===== src/bcb_map.svh =====
// constants for the branch, compare and bounds unit
`ifndef BCB_MAP_SVH
`define BCB_MAP_SVH
`define WORD_W      36
`define DWORD_W     72
`define QW_W        9
`define HW_W        18
`define DISP_W      29
`define VADDR_W     32
`define ONE_WORD    36'h000000001
`define STEP_WORDS  32'h00000001
`endif


===== src/bcb_pkg.sv =====
// types for the branch, compare and bounds unit
package bcb_pkg;
    typedef enum logic [3:0] {
        OP_NONE, OP_DEC_JUMP_ZERO, OP_DEC_JUMP_ALWAYS, OP_COMPACT_JUMP, OP_GENERAL_JUMP,
        OP_CAS_FAIL, OP_CAS_SUCCESS, OP_SIGNED_CMP, OP_UNSIGNED_CMP, OP_RANGE_FLAG, OP_RANGE_TRAP
    } op_t;
    typedef enum logic [2:0] {
        COND_GREATER, COND_EQUAL, COND_GEQ, COND_LESS, COND_NEQ, COND_LEQ,
        COND_MASK_A, COND_MASK_B
    } arith_condition_t;
    typedef enum logic [1:0] {PREC_QUARTER, PREC_HALF, PREC_SINGLE, PREC_DOUBLE} prec_t;
    typedef enum logic [2:0] {BND_BOTH, BND_MIN, BND_MINUS_ONE, BND_ZERO, BND_ONE} bound_mode_t;
    typedef struct packed {
        logic             valid;
        op_t              op;
        arith_condition_t cond;
        prec_t            prec;
        bound_mode_t      bmode;
        logic [71:0]      src1;
        logic [71:0]      src2;
        logic [71:0]      third_general_register;
        logic [31:0]      pc;
        logic [31:0]      jump_target;
        logic [28:0]      disp;
        logic             src1_const;
    } issue_t;
    typedef struct packed {
        logic        valid;
        logic        pc_load;
        logic [31:0] next_pc;
        logic        wr_en;
        logic [71:0] wr_data;
        prec_t       wr_prec;
        logic        integer_overflow_flag;
        logic        bounds_trap;
        logic        illegal;
    } result_t;
endpackage


===== src/branch_compare_bounds_unit.sv =====
// branch, compare-and-swap, compare flag and bounds check execution unit
`include "bcb_map.svh"
module branch_compare_bounds_unit
    import bcb_pkg::*;
#(
    parameter int WORD_BITS = `WORD_W,   // singleword width
    parameter int DISP_BITS = `DISP_W,   // compact jump displacement width
    parameter int ADDR_BITS = `VADDR_W   // virtual address width
)
(
    input  wire logic    clk_in,    // core clock
    input  wire logic    rst_in,    // async reset, active high
    input  wire issue_t  issue_in,  // decoded instruction with operands
    output result_t      result_out // registered result one cycle later
);
    // ==========================================
    // elaboration checks
    // the datapath is built for 36-bit words split into 9-bit quarters
    if (WORD_BITS != 36 || 2 * WORD_BITS != `DWORD_W) begin : g_word_chk
        $error("singleword width must be 36 bits");
    end
    // the wrap of the compact jump relies on a 32-bit address and 29-bit displacement
    if (DISP_BITS != 29 || ADDR_BITS != 32) begin : g_addr_chk
        $error("displacement must be 29 bits and address 32 bits");
    end

    // ==========================================
    // helpers
    function automatic logic [71:0] sext(input logic [71:0] v, input prec_t p);
        unique case (p)
            PREC_QUARTER: sext = {{63{v[8]}}, v[8:0]};
            PREC_HALF:    sext = {{54{v[17]}}, v[17:0]};
            PREC_SINGLE:  sext = {{36{v[35]}}, v[35:0]};
            PREC_DOUBLE:  sext = v;
        endcase
    endfunction
    function automatic logic [71:0] zext(input logic [71:0] v, input prec_t p);
        unique case (p)
            PREC_QUARTER: zext = {63'h0, v[8:0]};
            PREC_HALF:    zext = {54'h0, v[17:0]};
            PREC_SINGLE:  zext = {36'h0, v[35:0]};
            PREC_DOUBLE:  zext = v;
        endcase
    endfunction
    // split a double-width pair into first (high) and second (low) halves
    function automatic logic [143:0] halves(input logic [71:0] v, input prec_t p);
        unique case (p)
            PREC_QUARTER: halves = {sext({54'h0, v[17:9]}, p), sext({63'h0, v[8:0]}, p)};
            PREC_HALF:    halves = {sext({36'h0, v[35:18]}, p), sext({54'h0, v[17:0]}, p)};
            default:      halves = {sext({36'h0, v[71:36]}, PREC_SINGLE), sext(v, PREC_SINGLE)};
        endcase
    endfunction
    function automatic logic cond_hold(input arith_condition_t c, input logic lt, input logic eq);
        unique case (c)
            COND_GREATER: cond_hold = !lt && !eq;
            COND_EQUAL:   cond_hold = eq;
            COND_GEQ:     cond_hold = !lt;
            COND_LESS:    cond_hold = lt;
            COND_NEQ:     cond_hold = !eq;
            COND_LEQ:     cond_hold = lt || eq;
            default:      cond_hold = 1'b0;
        endcase
    endfunction
    function automatic logic [71:0] min_of(input prec_t p);
        unique case (p)
            PREC_QUARTER: min_of = {{63{1'b1}}, 9'h100};
            PREC_HALF:    min_of = {{54{1'b1}}, 18'h20000};
            PREC_SINGLE:  min_of = {{36{1'b1}}, 36'h800000000};
            PREC_DOUBLE:  min_of = {1'b1, 71'h0};
        endcase
    endfunction

    // ==========================================
    // datapath
    result_t           nxt_res;
    result_t           res_ff;
    logic [35:0]       dec_val;
    logic              dec_ovf;
    logic [31:0]       seq_pc;
    logic [31:0]       hop_pc;
    logic              cmp_lt;
    logic              cmp_eq;
    logic              cas_eq;
    logic              cond_ok;
    logic signed [71:0] lo_b;
    logic signed [71:0] hi_b;
    logic signed [71:0] chk_v;
    logic              in_rng;
    logic [143:0]      pair;

    always_comb begin
        dec_val = issue_in.src1[35:0] - `ONE_WORD;
        dec_ovf = issue_in.src1[35] && !dec_val[35];
        seq_pc  = issue_in.pc + `STEP_WORDS;
        hop_pc  = issue_in.pc + {3'h0, issue_in.disp};
        cas_eq  = zext(issue_in.src1, issue_in.prec) == zext(issue_in.src2, issue_in.prec);
        cmp_eq  = cas_eq;
        if (issue_in.op == OP_SIGNED_CMP)
            cmp_lt = $signed(sext(issue_in.src1, issue_in.prec)) < $signed(sext(issue_in.src2, issue_in.prec));
        else
            cmp_lt = zext(issue_in.src1, issue_in.prec) < zext(issue_in.src2, issue_in.prec);
        cond_ok = cond_hold(issue_in.cond, cmp_lt, cmp_eq);
        // a constant pair arrives as one value doubled in precision, same split
        pair  = halves(issue_in.src1, issue_in.prec);
        chk_v = $signed(sext(issue_in.src2, issue_in.prec));
        hi_b  = $signed(sext(issue_in.src1, issue_in.prec));
        unique case (issue_in.bmode)
            BND_BOTH: begin
                lo_b = $signed(pair[143:72]);
                hi_b = $signed(pair[71:0]);
            end
            BND_MIN:       lo_b = $signed(min_of(issue_in.prec));
            BND_MINUS_ONE: lo_b = -72'sd1;
            BND_ZERO:      lo_b = 72'sd0;
            BND_ONE:       lo_b = 72'sd1;
            default:       lo_b = 72'sd0;
        endcase
        in_rng = (lo_b <= chk_v) && (chk_v <= hi_b);

        nxt_res         = '0;
        nxt_res.valid   = issue_in.valid;
        nxt_res.next_pc = seq_pc;
        nxt_res.wr_prec = PREC_SINGLE;
        if (issue_in.valid) begin
            unique case (issue_in.op)
                OP_DEC_JUMP_ZERO: begin
                    nxt_res.wr_en   = 1'b1;
                    nxt_res.wr_data = {36'h0, dec_val};
                    nxt_res.integer_overflow_flag = dec_ovf;
                    // against zero: lt is the sign, eq is all zero
                    nxt_res.pc_load = 1'b1;
                    if (cond_hold(issue_in.cond, dec_val[35], dec_val == 36'h0))
                        nxt_res.next_pc = issue_in.jump_target;
                    nxt_res.illegal = issue_in.cond > COND_LEQ;
                end
                OP_DEC_JUMP_ALWAYS: begin
                    nxt_res.wr_en   = 1'b1;
                    nxt_res.wr_data = {36'h0, dec_val};
                    nxt_res.integer_overflow_flag = dec_ovf;
                    nxt_res.pc_load = 1'b1;
                    nxt_res.next_pc = issue_in.jump_target;
                end
                OP_COMPACT_JUMP: begin
                    nxt_res.pc_load = 1'b1;
                    nxt_res.next_pc = hop_pc;
                end
                OP_GENERAL_JUMP: begin
                    nxt_res.pc_load = 1'b1;
                    nxt_res.next_pc = issue_in.jump_target;
                end
                OP_CAS_FAIL, OP_CAS_SUCCESS: begin
                    // compare and write issue in the same cycle; the core holds the lock
                    nxt_res.wr_en   = cas_eq;
                    nxt_res.wr_data = zext(issue_in.third_general_register, issue_in.prec);
                    nxt_res.wr_prec = issue_in.prec;
                    nxt_res.pc_load = 1'b1;
                    if ((issue_in.op == OP_CAS_FAIL) ? !cas_eq : cas_eq)
                        nxt_res.next_pc = issue_in.jump_target;
                end
                OP_SIGNED_CMP, OP_UNSIGNED_CMP: begin
                    nxt_res.illegal = issue_in.cond > COND_LEQ;
                    nxt_res.wr_en   = !nxt_res.illegal;
                    nxt_res.wr_data = {36'h0, {36{cond_ok}}};
                end
                OP_RANGE_FLAG: begin
                    nxt_res.wr_en   = 1'b1;
                    nxt_res.wr_data = {36'h0, {36{in_rng}}};
                end
                OP_RANGE_TRAP: nxt_res.bounds_trap = !in_rng;
                default: nxt_res.illegal = 1'b1;
            endcase
        end
    end

    always_ff @(posedge clk_in or posedge rst_in) begin
        if (rst_in)
            res_ff <= '0;
        else
            res_ff <= nxt_res;
    end
    assign result_out = res_ff;
endmodule


===== config.mk =====
export PLATFORM = sky130hd
export DESIGN_NAME = branch_compare_bounds_unit
export DESIGN_NICKNAME = d
export VERILOG_FILES = /design/src/bcb_pkg.sv /design/src/branch_compare_bounds_unit.sv
export VERILOG_INCLUDE_DIRS = /design/src
export SDC_FILE = /design/constraint.sdc
export NUM_CORES = 1
export LEC_CHECK = 0
export ABC_AREA = 1
export BUFFER_PORTS_ARGS = -buffer_cell sky130_fd_sc_hd__buf_2
export CELL_PAD_IN_SITES_DETAIL_PLACEMENT = 1
export CELL_PAD_IN_SITES_GLOBAL_PLACEMENT = 1
export CORE_ASPECT_RATIO = 1.5
export CORE_UTILIZATION = 42
export CTS_BUF_LIST = sky130_fd_sc_hd__clkbuf_4
export DETAILED_ROUTE_END_ITERATION = 8
export GPL_TIMING_DRIVEN = 1
export PLACE_DENSITY = 0.95
export SLEW_MARGIN = 5
export SYNTH_ARGS = -nofsm -noshare
export SYNTH_HDL_FRONTEND = slang
export SYNTH_SLANG_ARGS = --single-unit

===== constraint.sdc =====
create_clock -name clk_in -period 8.6 [get_ports clk_in]
set_input_delay 1.29 -clock clk_in [delete_from_list [all_inputs] [get_ports clk_in]]
set_output_delay 1.29 -clock clk_in [all_outputs]
set_load 0.01 [all_outputs]

==> results of run 1 <==
[synth_stat cells (all sizes together), types with 3 or more instances]
library cell / count
a32oi: 10
nor4: 14
o22ai: 3
a21o: 3
a31oi: 13
nand2: 792
xor2: 34
inv: 453
a211oi: 5
nand3b: 6
o211ai: 21
nor3b: 3
o221ai: 13
a21boi: 20
nor2: 349
nand3: 219
dfrtp: 112
o21bai: 3
buf: 38
nor3: 26
a32o: 4
xnor2: 13
or2: 7
nand4: 40
ha: 312
clkinv: 5
clkbuf: 73
o21a: 13
o21ai: 212
a21oi: 318
nor4b: 3
a22oi: 10
[where the power goes]
group	leakage (nW)	switching [mW]	internal, mW
combinational	11.1	0.816	0.419
sequential	1.47	0.0105	0.556
clock	0.0859	0.238	0.0768
total	12.7	1.07	1.05
[layout make-up]
type	count	area [um2]	share of cell area, %
inverters	458	1720	7.88
clock inverters	7	98.8	0.452
repair buffers	458	2350	10.8
clock buffers	9	67.6	0.309
diodes	20	50.0	0.229
well taps	582	728	3.33
flip-flops and latches	112	2800	12.8
multi-input cells	2475	14000	64.2
[layout by cell type, fill, tap and decap left out, types with 8 or more instances in the layout]
| master | synthesis | layout |
|---|---|---|
| nand2_1 | 785 | 785 |
| inv_1 | 445 | 443 |
| buf_2 | 17 | 434 |
| nor2_1 | 341 | 338 |
| a21oi_1 | 318 | 317 |
| ha_1 | 312 | 312 |
| nand3_1 | 219 | 218 |
| o21ai_0 | 210 | 210 |
| dfrtp_1 | 112 | 112 |
| nand4_1 | 40 | 40 |
| xor2_1 | 34 | 34 |
| nor3_1 | 26 | 26 |
| buf_4 | 1 | 24 |
| o211ai_1 | 21 | 21 |
| diode_2 | 0 | 20 |
| a21boi_1 | 17 | 17 |
| a31oi_1 | 13 | 13 |
| nor4_1 | 13 | 13 |
| o21a_1 | 13 | 13 |
| o221ai_1 | 13 | 13 |
| xnor2_1 | 13 | 13 |
| a22oi_1 | 10 | 10 |
| a32oi_1 | 10 | 10 |
| inv_2 | 8 | 9 |
| clkbuf_4 | 0 | 9 |
| nor2_2 | 5 | 8 |
[kinds of logic after synthesis]
group           share of synthesized area [%]
flops                                    14.7
xor+xnor                                 2.17
simple gates                             32.0
fa+ha+maj                                20.6
mux                                    0.0527
compound gates                           18.9
buf+inv                                  11.5
[path summary, 6_finish.rpt]
check	start	end	slack, ns	depth (start not counted)
max	issue_in[314]	result_out[15]	1.59	26
min	rst_in	result_out[104]	0.90	2
max in group asynchronous	rst_in	result_out[16]	6.50	3
min in group clk_in	issue_in[133]	result_out[44]	0.94	3
[stage by stage]
stage,instances,instance area (um2)
2_1_floorplan,3156,19000
3_3_place_gp,4085,21600
3_5_place_dp,4085,21600
4_1_cts,4101,21800
5_1_grt,4119,21800
6_report,4121,21900
[routing by layer]
metal	track usage [%]	wire (um)	vias to the layer above
li1	-	-	11200
met1	37.9	30400	11500
met2	68.1	44600	1211
met3	6.26	6550	445
met4	31.2	7920	14
met5	0	96	-
==> impl_metrics.env, run 1 <==
export IMPL_avgRoutedWirePerCell_um=21.7
export IMPL_track_usage_pct=37.9
export IMPL_rsz0062_at_grt="no"
export IMPL_htree_levels=3
export IMPL_die_y_um=263
export IMPL_vias_per_cell=5.91
export IMPL_nNetsFinal=4152
export IMPL_netlist_area_um2=19000
export IMPL_root_buffer="clkbuf_4"
export IMPL_critical_path_class="input port to register"
export IMPL_hold_buffers=0
export IMPL_fmax_mhz=143
export IMPL_total_power_mw=2.12
export IMPL_portBuffers=435
export IMPL_yosys_area_top_type="ha_1"
export IMPL_grt_pass1_vias=25600
export IMPL_synthCells=3156
export IMPL_grt_max_degree=67
export IMPL_antenna_found_initial=24
export IMPL_die_w_um=176
export IMPL_relSlewSlack_pct=25.3
export IMPL_total_leakage_power_nw=12.7
export IMPL_tightest_slew_ns=1.12
export IMPL_postLayoutSetupSlackWorst_ns=1.59
export IMPL_cts_tree="built"
export IMPL_dp_hpwl_um=73200
export IMPL_drv_slew=0
export IMPL_vias=24400
export IMPL_min_period_over_period_pct=81.5
export IMPL_numClockSinks=112
export IMPL_yosysUniqueCellTypes=53
export IMPL_hold_violations=0
export IMPL_slowest_stage="nand2_1"
export IMPL_final_util_pct=48.9
export IMPL_grt_pass1_wl_um=136000
export IMPL_max_vdd_ir_drop_mv=0.103
export IMPL_first_pass_iters=6
export IMPL_syn_num_nets=3794
export IMPL_post_cts_resized=0
export IMPL_whs_ns=0.898
export IMPL_drtIter0Drc=1897
export IMPL_grt_ovfl_total=0
export IMPL_core_area_um2=44700
export IMPL_route_final_wire_length_um=89600
export IMPL_critPathLaunchType="input port"
export IMPL_fin_setup_tns_ns=0
export IMPL_required_ns=9.06
export IMPL_crit_path_end_kind="register"
export IMPL_status="finished, final reports clean"
export IMPL_largest_register_ffs=112
export IMPL_ys_seq_area_share_pct=14.7
export IMPL_ys_ff_latch=112
export IMPL_synth_area_per_cell_um2=6.02
export IMPL_fin_crit_ns=7.01
export IMPL_fp_dieArea_um2=46100
export IMPL_start_util_pct=42.5
export IMPL_cts_buffers=9
export IMPL_ios=437
export IMPL_drv_cap=0
export IMPL_cp_top_family="simple AND/OR/NAND/NOR gates"
export IMPL_synthFlopType="dfrtp_1"
export IMPL_ant_nets=0
export IMPL_clk_path_buf_depth=2
export IMPL_synth_top_area_share_pct=20.5
export IMPL_rows=95
export IMPL_post_route_drc_count=0
export IMPL_n_fill_cell=6431
export IMPL_ys_async_sr_fraction_pct=100
export IMPL_pre_cts_ws_ns=1.36
export IMPL_hp_class="input port to asynchronous set/reset pin"
export IMPL_critPathMaxFanout=66
export IMPL_power_density_nw_per_um2=96.9
export IMPL_ys_top_cells_by_area="ha_1 21%, nand2_1 16%, dfrtp_1 15%"
export IMPL_synth_edf_count=0
export IMPL_worst_path_buf_inv=9
export IMPL_drive_above_1_share_pct=14.6
export IMPL_setup_viol_count_final=0
export IMPL_yosysWarnings=0
export IMPL_arrival_ns=7.47
export IMPL_clk_pin_slew_worst_paths_ns=0.23
export IMPL_area_growth_syn_to_layout_pct=15.0
export IMPL_globalplace_congestion=1.02
export IMPL_cts_setup_buffers=0
export IMPL_max_stage_delay_ns=0.63
No activity file was read; power rests on OpenSTA's default activity.
==> inputs of run 2 (changes only) <==
Settings changed: ABC_AREA 1 to 0, CORE_UTILIZATION 42 to 40, PLACE_DENSITY 0.95 to 0.9.
Clock period 8.6 ns to 7 ns, I/O delays scaled along.
==> run 2 against run 1 <==
- cell count fell by 19%
- critical path depth fell by 7
- sequential share of layout area grew 0.75 points
- hold slack got worse by 0.44 ns
- global-route usage shrank 1.8 points
- worst setup slack got worse by 0.87 ns
- cell area fell by 5.5%
- power rose by 18%
==> impl_metrics.env, run 2 <==
export IMPL_final_cell_mix="435 x buf_2, 312 x ha_1, 295 x a21oi_1"
export IMPL_dp_cells=3286
export IMPL_ios=437
export IMPL_cts_setup_buffers=0
export IMPL_area_growth_syn_to_layout_pct=17.7
export IMPL_final_cells=3319
export IMPL_ant_nets=0
export IMPL_ys_seq_area_share_pct=16.0
export IMPL_power_density_nw_per_um2=121
export IMPL_tightest_slew_ns=1.27
export IMPL_drv_slew=0
export IMPL_relSlewSlack_pct=13.2
export IMPL_die_w_um=173
export IMPL_yosysWarnings=0
export IMPL_numClockSinks=112
export IMPL_ys_ff_latch=112
export IMPL_setup_viol_count_final=0
export IMPL_final_common_cell="buf_2"
export IMPL_syn_num_nets=2994
export IMPL_postLayoutSetupSlackWorst_ns=0.720
export IMPL_ys_top_cells_by_area="ha_1 22%, dfrtp_1 16%, a21oi_1 8.4%"
export IMPL_synth_common_cells="312 x ha_1, 295 x a21oi_1, 184 x nand2_1, 161 x o21ai_0, 159 x nor2_1"
export IMPL_grt_max_degree=82
export IMPL_groute_layer_met3_usage_pct=5.66
export IMPL_n_fill_cell=5611
export IMPL_route_final_wire_length_um=82800
export IMPL_required_ns=7.48
export IMPL_die_y_um=259
export IMPL_root_buffer="clkbuf_4"
export IMPL_critPathLaunchType="input port"
export IMPL_fin_setup_tns_ns=0
export IMPL_cts_tree="built"
export IMPL_track_usage_pct=36.2
export IMPL_whs_ns=0.456
export IMPL_rsz0062_at_grt="no"
export IMPL_first_pass_iters=5
export IMPL_top_usage_layer="met2"
export IMPL_crit_chain="buf_2, or2_2, o21a_1, buf_4, a21oi_1, inv_1, ha_1, a21oi_1, o21ai_0, a211oi_1, o31ai_1, a2111oi_0, buf_4, nand3_1, a32o_1, a211o_1, a2bb2oi_2, buf_12, a21oi_1"
export IMPL_fin_area_um2=20600
export IMPL_synth_edf_count=0
export IMPL_hold_violations=0
export IMPL_status="finished, final reports clean"
export IMPL_grt_pass1_vias=22000
export IMPL_avgRoutedWirePerCell_um=24.9
export IMPL_globalplace_congestion=1.00
export IMPL_final_util_pct=48.0
export IMPL_arrival_ns=6.76
export IMPL_vias=20800
export IMPL_antenna_found_initial=24
export IMPL_synth_area_per_cell_um2=7.45
export IMPL_dp_hpwl_um=68000
export IMPL_yosysUniqueCellTypes=80
export IMPL_fmax_mhz=159
export IMPL_total_power_mw=2.49
export IMPL_critPathMaxFanout=40
export IMPL_total_leakage_power_nw=10.5
export IMPL_synth_most_common_cell="ha_1"
export IMPL_synthFlopType="dfrtp_1"
export IMPL_drtIter0Drc=1279
export IMPL_htree_levels=3
export IMPL_post_route_drc_count=0
export IMPL_crit_path_end_kind="register"
export IMPL_netlist_area_um2=17500
export IMPL_critical_path_class="input port to register"
export IMPL_post_cts_resized=0
export IMPL_cp_common_cell="a21oi_1"
export IMPL_ys_async_sr_fraction_pct=100
export IMPL_crit_path_start="issue_in[314]"
export IMPL_yosys_area_top_type="ha_1"
export IMPL_vias_per_cell=6.28
export IMPL_clk_path_buf_depth=2
export IMPL_synth_top_area_share_pct=22.2
export IMPL_clk_pin_slew_worst_paths_ns=0.22
export IMPL_drive_above_1_share_pct=20.0
export IMPL_nNetsFinal=3365
export IMPL_fp_dieArea_um2=44700
export IMPL_drv_cap=0
export IMPL_hp_class="input port to asynchronous set/reset pin"
export IMPL_grt_pass1_wl_um=125000
export IMPL_max_stage_delay_ns=1.09
export IMPL_core_area_um2=43100
export IMPL_synthCells=2356
export IMPL_fin_crit_ns=6.28
export IMPL_min_period_over_period_pct=89.7
export IMPL_grt_ovfl_total=0
export IMPL_hold_buffers=0
export IMPL_dpl_cell_area_um2=20400
export IMPL_start_util_pct=40.8
export IMPL_largest_register_ffs=112
export IMPL_use_met1_pct=37.2
export IMPL_gr_usage_met2_pct=66.7
export IMPL_cts_buffers=9
export IMPL_portBuffers=435
export IMPL_slowest_stage="a2111oi_0"
export IMPL_rows=93
export IMPL_max_vdd_ir_drop_mv=0.0858
export IMPL_pre_cts_ws_ns=0.403
-- run 2: changes by cell type after synthesis, sizes merged, moves of 35 or more --
cell   before  now
a21o        3   65
and2        1   63
and3        1   60
inv       453  154
nand2     792  184
nand3     219   45
nor2      349  160
xnor2      13   48
-- run 2: path summary, 6_finish.rpt --
| check | to | cells past startpoint |
|---|---|---|
| worst max-delay path | result_out[20] | 19 |
| worst min-delay path | result_out[25] | 2 |
| max in group asynchronous | result_out[85] | 3 |
| min in group clk_in | result_out[51] | 2 |
-- run 2: power breakdown --
| group | internal (mW) | switching (mW) | leakage, nW | total, mW |
|---|---|---|---|---|
| logic | 0.544 | 0.889 | 8.93 | 1.43 |
| registers | 0.675 | 0.0135 | 1.48 | 0.689 |
| clock network | 0.0958 | 0.274 | 0.0862 | 0.369 |
-- run 2: critical path, delay by kind of cell --
kind,cells,cell delay [ns]
AOI/OAI and AO/OA,11,3.24
adders and majority gates,1,0.26
buffers and inverters,5,1.61
and+or+nand+nor,2,0.53
-- run 2: routing by layer --
metal | up-vias | part of all wire, % | routed length, um
met5 | - | 0.15 | 121
met4 | 16 | 7.8 | 6440
met1 | 10100 | 35 | 29400
met2 | 917 | 50 | 41600
li1 | 9460 | - | -
met3 | 313 | 6.3 | 5200
-- run 2: area by class of cell --
class	count	area, um2	area share, %
diodes	17	42.5	0.206
clock buffers	9	67.6	0.327
clock inverters	7	98.8	0.479
inverters	155	584	2.83
multi-input cells	1962	13700	66.5
flip-flops and latches	112	2800	13.6
well taps	570	713	3.45
repair buffers	487	2620	12.7
-- run 2: logic make-up (layout without fill, tap and decap cells) --
| kind of cell | after synthesis | in the layout | synth area share [%] |
|---|---|---|---|
| buffers and inverters | 282 | 658 | 6.17 |
| AND/OR/NAND/NOR | 740 | 740 | 21.9 |
| multiplexers | 13 | 13 | 0.749 |
| flip-flops | 112 | 112 | 16.0 |
| other | 0 | 17 | 0 |
| adder cells (fa/ha/maj) | 314 | 314 | 22.4 |
| XOR/XNOR | 81 | 81 | 4.04 |
| AO/OA/AOI/OAI | 814 | 814 | 28.8 |
